$ cat config.mk
export PLATFORM = sky130hd
export DESIGN_NAME = ipl_end_a_flat
export DESIGN_NICKNAME = d
export VERILOG_FILES = /design/src/logic/ipl_pkg.sv /design/src/logic/ipl_link_if.sv /design/src/logic/ipl_fifo.sv /design/src/logic/ipl_end_a.sv /design/src/flat_wrapper.sv
export SDC_FILE = /design/constraint.sdc
export NUM_CORES = 1
export LEC_CHECK = 0
export ABC_AREA = 1
export BUFFER_PORTS_ARGS = -buffer_cell sky130_fd_sc_hd__buf_2
export CAP_MARGIN = 10
export CORE_UTILIZATION = 30
export CTS_CLUSTER_DIAMETER = 60
export CTS_CLUSTER_SIZE = 28
export DETAILED_ROUTE_END_ITERATION = 10
export PLACE_DENSITY_LB_ADDON = 0.1
export SLEW_MARGIN = 20
export SYNTH_ARGS = -nofsm -noshare
export SYNTH_HDL_FRONTEND = slang
export SYNTH_SLANG_ARGS = --single-unit
$ cat constraint.sdc
create_clock -name CLOCK -period 2.8 [get_ports CLOCK]
set_clock_uncertainty 0.15 [all_clocks]
set_input_delay 0.14 -clock CLOCK [delete_from_list [all_inputs] [get_ports CLOCK]]
set_output_delay 0.14 -clock CLOCK [all_outputs]
set_load 0.02 [all_outputs]
$ cat src/logic/ipl_pkg.sv
// Package: constants shared by both ends of the interprocessor link
package ipl_pkg;
  // ----------------------------------------------------------------
  // Status word bit positions
  // ----------------------------------------------------------------
  localparam int BIT_ERROR     = 15;
  localparam int BIT_MISSING   = 14;
  localparam int BIT_ATTENTION = 13;
  localparam int BIT_XINT      = 11;
  localparam int BIT_IN_DIR    = 10;
  localparam int BIT_IN_MODE   = 9;
  localparam int BIT_CYCLE     = 8;
  localparam int BIT_READY     = 7;
  localparam int BIT_INT_EN    = 6;
  localparam int BIT_OUT_XINT  = 3;
  localparam int BIT_OUT_DIR   = 2;
  localparam int BIT_OUT_MODE  = 1;
  localparam int BIT_GO        = 0;
  localparam logic [15:0] STATUS_RESET = 16'h0080;
  localparam logic [15:0] DATA_RESET   = 16'h0000;
  // ----------------------------------------------------------------
  // Cycle-end interval, microseconds, and clock rate
  // ----------------------------------------------------------------
  localparam int CLK_MHZ        = 250;
  localparam int GAP_MIN_US     = 15;
  localparam int GAP_MID_US     = 50;
  localparam int GAP_MAX_US     = 85;
  localparam int GAP_MIN_CYC    = GAP_MIN_US * CLK_MHZ;
  localparam int GAP_MID_CYC    = GAP_MID_US * CLK_MHZ;
  localparam int GAP_MAX_CYC    = GAP_MAX_US * CLK_MHZ;
  localparam int FIFO_DEPTH     = 8;
  typedef enum logic [2:0] {
    IPL_IDLE = 3'b001,
    IPL_WAIT = 3'b010,
    IPL_SEND = 3'b100
  } ipl_state_e;
endpackage

$ cat src/logic/ipl_link_if.sv
// Interface joining the two ends of the interprocessor link
`timescale 1ns/100ps
interface ipl_link_if;
  logic [15:0] a_data;
  logic        a_strobe;
  logic        a_init;
  logic        a_xint;
  logic        a_dir;
  logic        a_mode;
  logic        a_present;
  logic [15:0] b_data;
  logic        b_strobe;
  logic        b_init;
  logic        b_xint;
  logic        b_dir;
  logic        b_mode;
  logic        b_present;
  modport end_a (
    output a_data, a_strobe, a_init, a_xint, a_dir, a_mode, a_present,
    input  b_data, b_strobe, b_init, b_xint, b_dir, b_mode, b_present
  );
  modport end_b (
    output b_data, b_strobe, b_init, b_xint, b_dir, b_mode, b_present,
    input  a_data, a_strobe, a_init, a_xint, a_dir, a_mode, a_present
  );
endinterface

$ cat src/logic/ipl_fifo.sv
// FIFO module used on the transmit data path
`timescale 1ns/100ps
module ipl_fifo #(
  parameter int WIDTH = 16,
  parameter int DEPTH = 8
) (
  input  wire logic             CLOCK,
  input  wire logic             NRST,
  input  wire logic             CE,
  input  wire logic             CLR,
  input  wire logic [WIDTH-1:0] IN_DATA,
  input  wire logic             IN_VALID,
  output logic                  IN_READY,
  output logic      [WIDTH-1:0] OUT_DATA,
  output logic                  OUT_VALID,
  input  wire logic             OUT_READY
);
  localparam int AW = $clog2(DEPTH);
  logic [WIDTH-1:0] mem [DEPTH];
  logic [AW-1:0]    wr_ptr;
  logic [AW-1:0]    rd_ptr;
  logic [AW:0]      count;
  logic             push;
  logic             pop;
  assign IN_READY  = (count != (AW+1)'(DEPTH));
  assign OUT_VALID = (count != '0);
  assign push      = IN_VALID && IN_READY;
  assign pop       = OUT_VALID && OUT_READY;
  assign OUT_DATA  = mem[rd_ptr];
  always_ff @(posedge CLOCK) begin
    if (CE && push) begin
      mem[wr_ptr] <= IN_DATA;
    end
  end
  always_ff @(posedge CLOCK or negedge NRST) begin
    if (!NRST) begin
      wr_ptr <= '0;
      rd_ptr <= '0;
      count  <= '0;
    end else if (CE) begin
      if (CLR) begin
        wr_ptr <= '0;
        rd_ptr <= '0;
        count  <= '0;
      end else begin
        if (push) begin
          wr_ptr <= (wr_ptr == AW'(DEPTH-1)) ? '0 : wr_ptr + 1'b1;
        end
        if (pop) begin
          rd_ptr <= (rd_ptr == AW'(DEPTH-1)) ? '0 : rd_ptr + 1'b1;
        end
        count <= count + (AW+1)'(push) - (AW+1)'(pop);
      end
    end
  end
endmodule

$ cat src/logic/ipl_end_a.sv
// Local end of the interprocessor link: status flags, data path, pacing
`timescale 1ns/100ps
module ipl_end_a
  import ipl_pkg::*;
#(
  parameter int GAP_MIN = ipl_pkg::GAP_MIN_CYC,
  parameter int GAP_MID = ipl_pkg::GAP_MID_CYC,
  parameter int GAP_MAX = ipl_pkg::GAP_MAX_CYC
) (
  input  wire logic        CLOCK,
  input  wire logic        NRST,
  input  wire logic        CE,
  input  wire logic        INIT,
  input  wire logic        STAT_WR,
  input  wire logic [15:0] STAT_WDATA,
  output logic      [15:0] STAT_RDATA,
  input  wire logic        DATA_WR,
  input  wire logic [15:0] DATA_WDATA,
  output logic             DATA_WR_READY,
  output logic      [15:0] DATA_RDATA,
  output logic             DATA_RVALID,
  input  wire logic        DATA_RD,
  input  wire logic        MISSING_MEM_EVENT,
  input  wire logic        ADDR_OVF,
  input  wire logic        WC_OVF,
  input  wire logic        TEST_PRESENT,
  input  wire logic [1:0]  GAP_SEL,
  output logic             CYCLE_END,
  output logic             IRQ,
  ipl_link_if.end_a        LINK
);
  import ipl_pkg::*;
  // ----------------------------------------------------------------
  // Latched cause flags and function bits
  // ----------------------------------------------------------------
  logic        err_l, missing_l, xint_l, ready_l;
  logic        int_en, out_xint, out_dir, out_mode, cycle_bit;
  logic        remote_init;
  logic        go;
  logic [15:0] rx_word;
  logic        rx_full;
  assign remote_init = LINK.b_init;
  assign go = STAT_WR && STAT_WDATA[BIT_GO];
  always_ff @(posedge CLOCK or negedge NRST) begin
    if (!NRST) begin
      err_l     <= 1'b0;
      missing_l <= 1'b0;
      xint_l    <= 1'b0;
      ready_l   <= 1'b1;
    end else if (CE) begin
      if (INIT) begin
        err_l     <= 1'b0;
        missing_l <= 1'b0;
        xint_l    <= 1'b0;
        ready_l   <= 1'b1;
      end else begin
        // Sets win over the software clear below
        if (MISSING_MEM_EVENT || ADDR_OVF || !TEST_PRESENT) begin
          err_l <= 1'b1;
        end else if (STAT_WR && !STAT_WDATA[BIT_ERROR]) begin
          err_l <= 1'b0;
        end
        if (MISSING_MEM_EVENT) begin
          missing_l <= 1'b1;
        end else if (STAT_WR && !STAT_WDATA[BIT_MISSING]) begin
          missing_l <= 1'b0;
        end
        if (LINK.b_xint) begin
          xint_l <= 1'b1;
        end else if (STAT_WR && !STAT_WDATA[BIT_XINT]) begin
          xint_l <= 1'b0;
        end
        if (MISSING_MEM_EVENT || ADDR_OVF || !TEST_PRESENT || LINK.b_xint || WC_OVF
            || remote_init) begin
          ready_l <= 1'b1;
        end else if (go) begin
          ready_l <= 1'b0;
        end
      end
    end
  end
  always_ff @(posedge CLOCK or negedge NRST) begin
    if (!NRST) begin
      int_en    <= 1'b0;
      out_xint  <= 1'b0;
      out_dir   <= 1'b0;
      out_mode  <= 1'b0;
      cycle_bit <= 1'b0;
    end else if (CE) begin
      if (INIT) begin
        int_en    <= 1'b0;
        out_xint  <= 1'b0;
        out_dir   <= 1'b0;
        out_mode  <= 1'b0;
        cycle_bit <= 1'b0;
      end else if (STAT_WR) begin
        int_en    <= STAT_WDATA[BIT_INT_EN];
        out_xint  <= STAT_WDATA[BIT_OUT_XINT];
        out_dir   <= STAT_WDATA[BIT_OUT_DIR];
        out_mode  <= STAT_WDATA[BIT_OUT_MODE];
        cycle_bit <= STAT_WDATA[BIT_CYCLE];
      end
    end
  end
  // Error and attention from the remote init follow the pulse only
  always_comb begin
    STAT_RDATA               = 16'h0000;
    STAT_RDATA[BIT_ERROR]    = err_l | remote_init;
    STAT_RDATA[BIT_MISSING]  = missing_l;
    STAT_RDATA[BIT_ATTENTION] = remote_init;
    STAT_RDATA[BIT_XINT]     = xint_l;
    STAT_RDATA[BIT_IN_DIR]   = LINK.b_dir;
    STAT_RDATA[BIT_IN_MODE]  = LINK.b_mode;
    STAT_RDATA[BIT_CYCLE]    = cycle_bit;
    STAT_RDATA[BIT_READY]    = ready_l;
    STAT_RDATA[BIT_INT_EN]   = int_en;
    STAT_RDATA[BIT_OUT_XINT] = out_xint;
    STAT_RDATA[BIT_OUT_DIR]  = out_dir;
    STAT_RDATA[BIT_OUT_MODE] = out_mode;
  end
  assign IRQ = int_en && ready_l;
  // ----------------------------------------------------------------
  // Cycle-end pacing
  // ----------------------------------------------------------------
  logic [31:0] gap_cnt, gap_lim;
  ipl_state_e  state;
  logic        tx_valid, tx_pop;
  logic [15:0] tx_word;
  always_comb begin
    case (GAP_SEL)
      2'h0:    gap_lim = 32'(GAP_MIN);
      2'h1:    gap_lim = 32'(GAP_MID);
      default: gap_lim = 32'(GAP_MAX);
    endcase
  end
  // Word-wide write port only; there is no byte strobe by design
  ipl_fifo #(.WIDTH(16), .DEPTH(FIFO_DEPTH)) u_fifo (
    .CLOCK     (CLOCK),
    .NRST      (NRST),
    .CE        (CE),
    .CLR       (INIT),
    .IN_DATA   (DATA_WDATA),
    .IN_VALID  (DATA_WR),
    .IN_READY  (DATA_WR_READY),
    .OUT_DATA  (tx_word),
    .OUT_VALID (tx_valid),
    .OUT_READY (tx_pop)
  );
  assign tx_pop = (state == IPL_SEND);
  always_ff @(posedge CLOCK or negedge NRST) begin
    if (!NRST) begin
      state     <= IPL_IDLE;
      gap_cnt   <= 32'h0000_0000;
      CYCLE_END <= 1'b0;
      LINK.a_data   <= DATA_RESET;
      LINK.a_strobe <= 1'b0;
    end else if (CE) begin
      CYCLE_END     <= 1'b0;
      LINK.a_strobe <= 1'b0;
      if (INIT) begin
        state   <= IPL_IDLE;
        gap_cnt <= 32'h0000_0000;
      end else begin
        case (state)
          IPL_IDLE: if (tx_valid && !out_dir) begin
            state <= IPL_SEND;
          end
          IPL_SEND: begin
            LINK.a_data   <= tx_word;
            LINK.a_strobe <= 1'b1;
            CYCLE_END     <= 1'b1;
            gap_cnt       <= 32'h0000_0001;
            state         <= IPL_WAIT;
          end
          IPL_WAIT: if (gap_cnt >= gap_lim) begin
            state <= IPL_IDLE;
          end else begin
            gap_cnt <= gap_cnt + 32'h0000_0001;
          end
          default: state <= IPL_IDLE;
        endcase
      end
    end
  end
  // ----------------------------------------------------------------
  // Receive word
  // ----------------------------------------------------------------
  always_ff @(posedge CLOCK or negedge NRST) begin
    if (!NRST) begin
      rx_word <= DATA_RESET;
      rx_full <= 1'b0;
    end else if (CE) begin
      if (INIT) begin
        rx_word <= DATA_RESET;
        rx_full <= 1'b0;
      end else if (LINK.b_strobe) begin
        rx_word <= LINK.b_data;
        rx_full <= 1'b1;
      end else if (DATA_RD) begin
        rx_full <= 1'b0;
      end
    end
  end
  assign DATA_RDATA  = rx_word;
  assign DATA_RVALID = rx_full;
  assign LINK.a_init    = INIT;
  assign LINK.a_xint    = out_xint;
  assign LINK.a_dir     = out_dir;
  assign LINK.a_mode    = out_mode;
  assign LINK.a_present = TEST_PRESENT;
endmodule

$ cat src/flat_wrapper.sv
// flat-port wrapper written by rule: the top's interface ports become plain ports
module ipl_end_a_flat import ipl_pkg::*;
#(
  parameter int GAP_MIN = ipl_pkg::GAP_MIN_CYC,
  parameter int GAP_MID = ipl_pkg::GAP_MID_CYC,
  parameter int GAP_MAX = ipl_pkg::GAP_MAX_CYC
)
  (CLOCK, NRST, CE, INIT, STAT_WR, STAT_WDATA, STAT_RDATA, DATA_WR, DATA_WDATA, DATA_WR_READY, DATA_RDATA, DATA_RVALID, DATA_RD, MISSING_MEM_EVENT, ADDR_OVF, WC_OVF, TEST_PRESENT, GAP_SEL, CYCLE_END, IRQ, LINK_a_data, LINK_a_strobe, LINK_a_init, LINK_a_xint, LINK_a_dir, LINK_a_mode, LINK_a_present, LINK_b_data, LINK_b_strobe, LINK_b_init, LINK_b_xint, LINK_b_dir, LINK_b_mode, LINK_b_present);
  ipl_link_if LINK_i ();
  input  wire logic CLOCK;
  input  wire logic NRST;
  input  wire logic CE;
  input  wire logic INIT;
  input  wire logic STAT_WR;
  input  wire logic [15:0] STAT_WDATA;
  output logic      [15:0] STAT_RDATA;
  input  wire logic DATA_WR;
  input  wire logic [15:0] DATA_WDATA;
  output logic DATA_WR_READY;
  output logic      [15:0] DATA_RDATA;
  output logic DATA_RVALID;
  input  wire logic DATA_RD;
  input  wire logic MISSING_MEM_EVENT;
  input  wire logic ADDR_OVF;
  input  wire logic WC_OVF;
  input  wire logic TEST_PRESENT;
  input  wire logic [1:0] GAP_SEL;
  output logic CYCLE_END;
  output logic IRQ;
  output wire logic [$bits(LINK_i.a_data)-1:0] LINK_a_data;
  output wire logic [$bits(LINK_i.a_strobe)-1:0] LINK_a_strobe;
  output wire logic [$bits(LINK_i.a_init)-1:0] LINK_a_init;
  output wire logic [$bits(LINK_i.a_xint)-1:0] LINK_a_xint;
  output wire logic [$bits(LINK_i.a_dir)-1:0] LINK_a_dir;
  output wire logic [$bits(LINK_i.a_mode)-1:0] LINK_a_mode;
  output wire logic [$bits(LINK_i.a_present)-1:0] LINK_a_present;
  input wire logic [$bits(LINK_i.b_data)-1:0] LINK_b_data;
  input wire logic [$bits(LINK_i.b_strobe)-1:0] LINK_b_strobe;
  input wire logic [$bits(LINK_i.b_init)-1:0] LINK_b_init;
  input wire logic [$bits(LINK_i.b_xint)-1:0] LINK_b_xint;
  input wire logic [$bits(LINK_i.b_dir)-1:0] LINK_b_dir;
  input wire logic [$bits(LINK_i.b_mode)-1:0] LINK_b_mode;
  input wire logic [$bits(LINK_i.b_present)-1:0] LINK_b_present;
  assign LINK_a_data = LINK_i.a_data;
  assign LINK_a_strobe = LINK_i.a_strobe;
  assign LINK_a_init = LINK_i.a_init;
  assign LINK_a_xint = LINK_i.a_xint;
  assign LINK_a_dir = LINK_i.a_dir;
  assign LINK_a_mode = LINK_i.a_mode;
  assign LINK_a_present = LINK_i.a_present;
  assign LINK_i.b_data = LINK_b_data;
  assign LINK_i.b_strobe = LINK_b_strobe;
  assign LINK_i.b_init = LINK_b_init;
  assign LINK_i.b_xint = LINK_b_xint;
  assign LINK_i.b_dir = LINK_b_dir;
  assign LINK_i.b_mode = LINK_b_mode;
  assign LINK_i.b_present = LINK_b_present;
  ipl_end_a #(.GAP_MIN(GAP_MIN), .GAP_MID(GAP_MID), .GAP_MAX(GAP_MAX)) u_core (.CLOCK(CLOCK), .NRST(NRST), .CE(CE), .INIT(INIT), .STAT_WR(STAT_WR), .STAT_WDATA(STAT_WDATA), .STAT_RDATA(STAT_RDATA), .DATA_WR(DATA_WR), .DATA_WDATA(DATA_WDATA), .DATA_WR_READY(DATA_WR_READY), .DATA_RDATA(DATA_RDATA), .DATA_RVALID(DATA_RVALID), .DATA_RD(DATA_RD), .MISSING_MEM_EVENT(MISSING_MEM_EVENT), .ADDR_OVF(ADDR_OVF), .WC_OVF(WC_OVF), .TEST_PRESENT(TEST_PRESENT), .GAP_SEL(GAP_SEL), .CYCLE_END(CYCLE_END), .IRQ(IRQ), .LINK(LINK_i));
endmodule
==> flow_summary.toml, run 1 <==
[outcome]
status = "finished clean"

[critical_path]
cp_data_required_time_ps = 3050
crit_path_end_kind = "flop"
cp_max_fo = 4
cp.arrival_ps = 2620
cp_slowest_cell = "fa_1"
worst-setup-path-type = "reg -> reg"
crit_chain = "inv_1, ha_1, nand3_1, nand2_1, inv_1, ha_1, inv_1, ha_1, fa_1, nor2_1, o22ai_1"
cpPeakStageDelay_ps = 400
crit_path_start_kind = "flop"

[logic_synthesis]
synth-xor-area-share_pct = 0.363
yosysTopAreaCell = "edfxtp_1"
netlist_area_sq_um = 9650
synthAdderAreaFrac_pct = 3.32
synth_top_family_by_area = "simple AND/OR/NAND/NOR gates"
synthDistinctLibCells = 43
synth_compound_area_share_pct = 10.3
synthTopCellsByCount = "nand2_1, edfxtp_1, nor2_1, o21ai_0, inv_1"
synth_warnings = 0
async_flop_share_pct = 40.7
synth_enable_flop_cells = 128
muxShareOfSynthArea_pct = 0
synth_cells = 927
synthSimpleGateAreaFrac_pct = 16.4
ys_ff_latch = 216
ys_dominant_reg_cell = "edfxtp_1"
synth.area.top_cells = "edfxtp_1, dfrtp_1, o21ai_0, nand2_1, nor2_1"
synth_most_common_cell = "nand2_1"
synth_seq_area_share_pct = 62.7
synth_area_per_cell_sq_um = 10.4
synth_top_cell_area_share_pct = 39.8

[clock_tree]
cts_tree = "yes"
clock-sinks = 216
postCtsSetupRepairBufs = 0
postCtsResizedCells = 0
cts_made_buffers = 23
clock_path_buffers = 3
cts_hold_buffers = 74
h-tree-depth = 1
clk_pin_slew_ps = 100
clk_latency_ps = 530
root_buffer = "clkbuf_16"

[timing]
final.setup.tns_ps = 0
setup_viol_count_final = 0
worst_pin_slew_ps = 700
final_hold_viol_count = 0
slew_headroom_pct = 53.3
period_needed_ps = 2370
rsz0062_at_grt = "no"
slew_violations = 0
period_share_pct = 84.7
clock.fmax_ghz = 0.422

[cells_and_area]
area_growth_pct = 26.0
layout-drive-gt1-share_pct = 18.5
multi_input_area_sq_um = 2970
instances_no_fill = 1523
nets = 1195
fill_cells = 3147
seq_area_sq_um = 6050

[placement]
place_inst = 1406
io_buffers = 108
gp_congestion = 0.776
dpl.hpwl_mm = 14.6

[die]
die_width_microns = 181
start_util_pct = 30.5
coreArea_sq_um = 31600
rows = 65
die_height_microns = 181
design.die.area_sq_um = 32900
pin_count = 125

[drt]
vias = 7046
drt_iter0_drc = 331
first_pass_iters = 4
ant_nets = 0
viasPerCell = 4.63
drc = 0
detail_route.wl_per_cell_microns = 16.4
drt-total-wl_mm = 25.0

[grt]
grt_max_degree = 51
grt_pass1_wl_mm = 39.8
antenna_found_initial = 1
overflow = 0
grt.total_usage_pct = 15.5
grt_pass1_vias = 7040

[power]
p_leak_nw = 5.13
powerDensity_nw_per_um2 = 704
max-vdd-ir-drop_uv = 451

[run]
drv_cap = 0

[hold_path]
hold_class = "in -> async"
critical path, delay by kind of cell (launching register included):
family	cells	cell delay, ps
buf+inv	3	250
flops	1	360
compound gates	1	80
fa+ha+maj	4	1050
simple gates	3	370
worst paths after layout:
| kind | startpoint | end | slack [ps] | cells after the start |
|---|---|---|---|---|
| max | u_core.u_fifo.count[2]$_DFFE_PN0P_ | u_core.u_fifo.count[2]$_DFFE_PN0P_ | 430 | 11 |
| min | NRST | u_core.LINK.a_data[1]$_DFFE_PN0P_ | 60 | 2 |
| max reg2reg | u_core.u_fifo.count[2]$_DFFE_PN0P_ | u_core.u_fifo.count[2]$_DFFE_PN0P_ | 430 | 11 |
| min reg2reg | u_core.gap_cnt[19]$_DFFE_PN0P_ | u_core.gap_cnt[19]$_DFFE_PN0P_ | 310 | 2 |
| max in group asynchronous | NRST | u_core.gap_cnt[15]$_DFFE_PN0P_ | 1740 | 3 |
| min in group CLOCK | STAT_WR | u_core.LINK.a_dir$_DFFE_PN0P_ | 110 | 4 |
metrics by stage:
stage               setup slack [ps]  utilization [%]  power, W  instance area [sq um]  hold WS (ps)
CTS                              409             38.4   0.00871                  12200          68.8
floorplan                        396                -   0.00481                   9660          -306
global route                     187             38.4   0.00900                  12200          97.4
detailed placement               330             33.5   0.00530                  10600          97.9
global placement                 360             33.5   0.00530                  10600          99.6
finish                           428             38.4   0.00856                  12200          59.7
logic make-up (layout without fill, tap and decap cells):
group	Yosys count	in the layout
DFF	216	216
buffers and inverters	147	337
and+or+nand+nor	366	366
other	1	5
AOI/OAI and AO/OA	168	168
adders and majority gates	25	25
xor gates and xnor gates	4	4
report_power, final:
part / leakage (nW) / switching [W] / internal [W]
logic: 2.41 / 0.000980 / 0.000520
clock network: 0.394 / 0.00157 / 0.00170
registers: 2.33 / 0.000149 / 0.00364
sequential cells by signal, indices dropped and copies added (netlist names):
name	cells
u_core.LINK.a_data	16
u_core.LINK.a_strobe	1
u_core.LINK.a_dir	1
u_core.cycle_bit	1
u_core.LINK.a_xint	1
u_core.u_fifo.count	4
u_core.u_fifo.wr_ptr	3
u_core.ready_l	1
u_core.missing_l	1
u_core.xint_l	1
u_core.gap_cnt	32
u_core.u_fifo.mem	128
u_core.err_l	1
u_core.LINK.a_mode	1
u_core.int_en	1
u_core.DATA_RDATA	16
u_core.DATA_RVALID	1
u_core.state	3
u_core.u_fifo.rd_ptr	3
final cells by class:
| class | count | area share [%] |
|---|---|---|
| Multi-Input combinational cell | 567 | 24.4 |
| Clock inverter | 15 | 1.83 |
| Tap cell | 402 | 4.14 |
| Inverter | 91 | 2.81 |
| Sequential cell | 216 | 49.7 |
| Clock buffer | 27 | 4.94 |
| Antenna cell | 1 | 0.0206 |
| Timing Repair Buffer | 204 | 12.1 |
layer usage:
layer	share of wire (%)	GRT usage [%]	wire, microns	up-vias
li1	-	-	-	3516
met1	48	21.0	12100	3383
met2	46	25.9	11600	118
met3	3.3	2.16	820	29
met4	2.0	3.86	493	0
met5	0	0	0	-
cells in the final DEF, fill, tap and decap left out, types with 2 or more instances in the layout:
| cell | netlist | final |
|---|---|---|
| inv_16 | 0 | 3 |
| or2_2 | 2 | 2 |
| o22ai_1 | 18 | 18 |
| nand3_1 | 70 | 70 |
| buf_4 | 19 | 21 |
| dlygate4sd3_1 | 0 | 74 |
| nor2_1 | 125 | 117 |
| o21ai_1 | 3 | 3 |
| nor3_1 | 11 | 11 |
| clkbuf_16 | 0 | 23 |
| nor2_2 | 2 | 10 |
| a21oi_1 | 8 | 8 |
| dfrtp_1 | 86 | 85 |
| conb_1 | 1 | 4 |
| dfstp_2 | 2 | 2 |
| buf_2 | 8 | 107 |
| nor2_4 | 2 | 2 |
| nand2_2 | 2 | 2 |
| o21bai_1 | 2 | 2 |
| nand2_1 | 137 | 137 |
| o21ai_2 | 7 | 7 |
| o221ai_1 | 18 | 18 |
| ha_1 | 24 | 24 |
| inv_6 | 0 | 5 |
| nand4_1 | 7 | 7 |
| clkbuf_1 | 24 | 3 |
| inv_12 | 0 | 5 |
| o21ai_0 | 106 | 106 |
| inv_2 | 4 | 4 |
| inv_1 | 87 | 86 |
| xor2_1 | 4 | 4 |
| buf_12 | 1 | 2 |
| nand3_2 | 3 | 3 |
| edfxtp_1 | 128 | 128 |
Power figures use the tool's default switching activity.
==> run 2: changes to the inputs <==
Clock period 2.8 ns to 2.33 ns, I/O delays scaled along.
==> run 2 against run 1 <==
Compared with the run above:
- via count is 1.2% higher
- sequential cell count unchanged
- final area grew 2.9%
- largest power group unchanged
- highest routed layer is now met5
==> flow_summary.toml, run 2 (synthesis results as in run 1) <==
[outcome]
status = "finished clean"

[run]
drv_cap = 0

[power]
p_clk_share_pct = 39.0
comb_power_share_pct = 18.3
powerDensity_nw_per_um2 = 850
p_seq_share_pct = 42.7
p_leak_nw = 5.30
p_sw_w = 0.00298
fin_total_pwr_w = 0.0106
p_int_w = 0.00766
switching_share_pct = 28.0
max-vdd-ir-drop_uv = 457

[clock_tree]
root_buffer = "clkbuf_16"
clk_latency_ps = 520
clock_path_buffers = 3
cts_made_buffers = 24
h-tree-depth = 1
clock-sinks = 216
clk_pin_slew_ps = 60
cts_tree = "yes"

[die]
coreArea_sq_um = 31600
start_util_pct = 30.5
pin_count = 125
design.die.area_sq_um = 32900
die_height_microns = 181
rows = 65
die_width_microns = 181

[drt]
ant_nets = 0
first_pass_iters = 5
detail_route.wl_per_cell_microns = 16.2
drt-total-wl_mm = 25.0
vias = 7128
drc = 0
drt_iter0_drc = 323
viasPerCell = 4.62

[timing]
final_hold_viol_count = 0
worst_pin_slew_ps = 643
final.setup.tns_ps = 0
period_share_pct = 94.3
slew_headroom_pct = 57.1
slew_violations = 0
period_needed_ps = 2200
clock.fmax_ghz = 0.455
hold_slack_ps = 21.8
rsz0062_at_grt = "no"
setup_ws_ps = 134
setup_viol_count_final = 0

[critical_path]
worstRegToRegCells = 11
crit_chain = "inv_1, nand3_1, inv_1, nand2_1, inv_2, ha_1, inv_1, ha_2, fa_1, nand2_1, o21ai_0"
endpoint = "u_core.u_fifo.count[1]$_DFFE_PN0P_"
crit_path_start_kind = "flop"
cp_slowest_cell = "dfstp_2"
cpPeakStageDelay_ps = 530
regToRegSetupSlack_ps = 130
reg2reg_to = "u_core.u_fifo.count[1]$_DFFE_PN0P_"
cp_max_fo = 3
r2r-start = "u_core.state[0]$_DFFE_PN1P_"
timing.critical_path.buf_inv = 4
path_depth = 11
crit_path_end_kind = "flop"
cp-startpoint = "u_core.state[0]$_DFFE_PN1P_"
cp_top_family = "adder cells"
crit_top_cell = "inv_1"
cp_data_required_time_ps = 2570
cp.arrival_ps = 2440
worst-setup-path-type = "reg -> reg"

[placement]
dpl.hpwl_mm = 15.2
place_ws_ps = 49.0
io_buffers = 108
place_inst = 1423
gp_congestion = 0.794

[cells_and_area]
instances_no_fill = 1544
layout_common_cells = "nand2_1, edfxtp_1, nor2_1, buf_2, o21ai_0"
top_register = "u_core.u_fifo.mem"
largest_reg_flops = 128
area_growth_pct = 29.7
largest_registers = "u_core.u_fifo.mem: 128 flops, u_core.gap_cnt: 32 flops"
nets = 1216
layout-drive-gt1-share_pct = 20.3
n_antenna_cell = 0
mostFrequentLayoutCell = "nand2_1"

[grt]
grt_pass1_wl_mm = 39.5
antenna_found_initial = 1
grt_pass1_vias = 6981
grt.total_usage_pct = 15.4
grt_max_degree = 57
overflow = 0

[hold_path]
hold_class = "in -> async"
[run 2: power groups by stage]
stage	clock [W]	combinational, W	sequential [W]
finish	0.00415	0.00194	0.00455
global route	0.00438	0.00218	0.00459
CTS	0.00426	0.00195	0.00455
detailed placement	0	0.00185	0.00462
global placement	0	0.00185	0.00463
floorplan	0	0.000983	0.00480
[run 2: stage by stage]
step	cell area [sq um]	utilization, %
2_1_floorplan	9660	-
5_1_grt	12500	39.5
3_3_place_gp	10800	34.3
6_report	12500	39.5
4_1_cts	12500	39.5
3_5_place_dp	10800	34.3
[run 2: worst min path at each step]
stage,slack [ps],startpoint,endpoint
detailed placement,-10,NRST,u_core.DATA_RDATA[2]$_DFFE_PN0P_
CTS,10,NRST,u_core.state[0]$_DFFE_PN1P_
global route,30,NRST,u_core.ready_l$_DFFE_PN1P_
finish,20,NRST,u_core.ready_l$_DFFE_PN1P_
global placement,-10,NRST,u_core.DATA_RDATA[2]$_DFFE_PN0P_
floorplan,-330,NRST,u_core.DATA_RDATA[0]$_DFFE_PN0P_
[run 2: final cells by class]
cell class	count	area [sq um]
Clock buffer	32	693
Clock inverter	12	181
Fill cell	3139	19100
Inverter	91	342
Multi-Input combinational cell	567	2980
Sequential cell	216	6050
Tap cell	402	503
Timing Repair Buffer	224	1760
[run 2: metal layers]
layer / GRT usage [%] / up-vias / part of all wire, %
met5: 0 / - / 0.040
met4: 4.27 / 2 / 2.4
met3: 2.22 / 44 / 3.8
met2: 25.8 / 155 / 46
met1: 20.8 / 3376 / 48
li1: - / 3551 / -
[run 2: repair_timing]
action	CTS	global route
hold buffers	76	0
endpoints found under the setup margin	0	3
hold endpoints to repair	252	0
buffers inserted	0	1
resized for setup	0	5
==> run 3: changes to the inputs <==
==> constraint.sdc (replaced) <==
create_clock -name CLOCK -period 2.33 [get_ports CLOCK]
set_clock_uncertainty 0.15 [all_clocks]
set_input_delay 0.233 -clock CLOCK [delete_from_list [all_inputs] [get_ports CLOCK]]
set_output_delay 0.233 -clock CLOCK [all_outputs]
set_load 0.02 [all_outputs]
==> run 3 against run 2 <==
Compared with the run above:
- clock-buffer cell count fell by 7
- via count fell by 2.9%
- final area fell by 3.2%
- power fell by 4.7%
- setup slack got worse by 1.0 ps
- largest cell class unchanged
- first-iteration DRC count rose by 4.3%
- clock power fell by 12%
- wire length fell by 1.8%
- sequential cell count did not move
- utilization fell by 1.3 points
- largest power group unchanged
- sequential power barely moved
- die area did not move
==> flow_summary.toml, run 3 (synthesis results as in run 1) <==
[die]
start_util_pct = 30.5
die_width_microns = 181
design.die.area_sq_um = 32900
coreArea_sq_um = 31600
die_height_microns = 181
pin_count = 125
rows = 65

[placement]
place_ws_ps = 13.1
place_area_sq_um = 10800
place_inst = 1424
dpl.hpwl_mm = 15.1
io_buffers = 108
gp_congestion = 0.767

[grt]
antenna_found_initial = 1
overflow = 0
grt_pass1_wl_mm = 39.6
grt_pass1_vias = 6923
grt.total_usage_pct = 15.3
grt_max_degree = 66

[clock_tree]
clock-sinks = 216
cts_tree = "yes"
clk_latency_ps = 510
h-tree-depth = 1
clock_path_buffers = 3
root_buffer = "clkbuf_16"
cts_made_buffers = 22
clk_pin_slew_ps = 60

[cells_and_area]
nets = 1188
layout_common_cells = "nand2_1, edfxtp_1, nor2_1, buf_2, o21ai_0"
finalInstanceArea_sq_um = 12100
instances_no_fill = 1514
layout-drive-gt1-share_pct = 21.1
largest_reg_flops = 128
mostFrequentLayoutCell = "nand2_1"
n_antenna_cell = 0
top_register = "u_core.u_fifo.mem"
area_growth_pct = 25.5
largest_registers = "u_core.u_fifo.mem: 128 flops, u_core.gap_cnt: 32 flops"

[critical_path]
cp.arrival_ps = 2430
crit_path_end_kind = "flop"
worstRegToRegCells = 11
cp-startpoint = "u_core.u_fifo.count[3]$_DFFE_PN0P_"
cp_data_required_time_ps = 2560
r2r-start = "u_core.u_fifo.count[3]$_DFFE_PN0P_"
endpoint = "u_core.u_fifo.count[1]$_DFFE_PN0P_"
regToRegSetupSlack_ps = 130
reg2reg_to = "u_core.u_fifo.count[1]$_DFFE_PN0P_"
crit_path_start_kind = "flop"
worst-setup-path-type = "reg -> reg"
cp_max_fo = 3

[timing]
setup_ws_ps = 133
clock.fmax_ghz = 0.455
slew_violations = 0
period_share_pct = 94.3
final_hold_viol_count = 0
rsz0062_at_grt = "no"
setup_viol_count_final = 0
worst_pin_slew_ps = 606
period_needed_ps = 2200
slew_headroom_pct = 59.6

[power]
p_leak_nw = 5.14
max-vdd-ir-drop_uv = 468
powerDensity_nw_per_um2 = 837

[outcome]
status = "finished clean"

[drt]
viasPerCell = 4.57
detail_route.wl_per_cell_microns = 16.2
ant_nets = 0
drt_iter0_drc = 337
drt-total-wl_mm = 24.5
vias = 6921
drc = 0
first_pass_iters = 6

[run]
drv_cap = 0

[hold_path]
hold_class = "in -> reg"
==> run 3: what timing repair did <==
item / 4_1_cts / 5_1_grt
resized for setup: 0 / 11
hold endpoints to repair: 195 / 0
hold buffers: 49 / 0
setup buffers: 0 / 1
setup endpoints to repair: 0 / 3
==> run 3: final cells by class <==
cell class                      count  area [sq um]
Timing Repair Buffer              198          1470
Multi-Input combinational cell    567          3000
Clock inverter                     15           156
Clock buffer                       25           593
Fill cell                        3156         19500
Sequential cell                   216          6050
Inverter                           91           342
Tap cell                          402           503
==> run 3: power by group <==
part	internal, W	leakage [nW]	switching [W]
clock	0.00209	0.362	0.00157
combinational	0.000706	2.45	0.00122
sequential	0.00438	2.33	0.000166
==> run 3: how the worst min path moves through the flow <==
| stage | startpoint | end | slack, ps | depth (start not counted) |
|---|---|---|---|---|
| floorplan | NRST | u_core.DATA_RDATA[0]$_DFFE_PN0P_ | -210 | 0 |
| detailed placement | NRST | u_core.DATA_RDATA[2]$_DFFE_PN0P_ | 150 | 1 |
| global placement | NRST | u_core.DATA_RDATA[2]$_DFFE_PN0P_ | 140 | 1 |
| finish | LINK_b_strobe | u_core.DATA_RDATA[10]$_DFFE_PN0P_ | 30 | 3 |
| CTS | LINK_b_strobe | u_core.DATA_RDATA[10]$_DFFE_PN0P_ | 6 | 3 |
| global route | LINK_b_strobe | u_core.DATA_RDATA[11]$_DFFE_PN0P_ | 50 | 3 |
==> run 3: stage by stage <==
| step | TNS (ps) | utilization, % | total power [W] | hold slack [ps] |
|---|---|---|---|---|
| 6_report | 0 | 38.3 | 0.0101 | 30.3 |
| 2_1_floorplan | -8240 | - | 0.00579 | -213 |
| 3_5_place_dp | 0 | 34.2 | 0.00646 | 147 |
| 5_1_grt | 0 | 38.3 | 0.0107 | 47.5 |
| 4_1_cts | 0 | 38.1 | 0.0102 | 5.80 |
| 3_3_place_gp | 0 | 34.2 | 0.00646 | 144 |
==> run 3: routing by layer <==
metal | GRT usage (%) | up-vias | share of wire [%]
met3 | 2.06 | 35 | 2.8
met2 | 25.1 | 115 | 46
met1 | 21.3 | 3276 | 50
met5 | 0 | - | 0.041
li1 | - | 3493 | -
met4 | 3.86 | 2 | 2.1
==> run 3: critical path: stages, from the launching register on <==
cell     delay [ps]
dfrtp_1         380
inv_1           110
ha_4            130
nand3_2          90
nand2_2          90
inv_2            50
ha_1            280
inv_1            60
ha_2            180
fa_2            420
nand2_1          70
o21ai_0          70
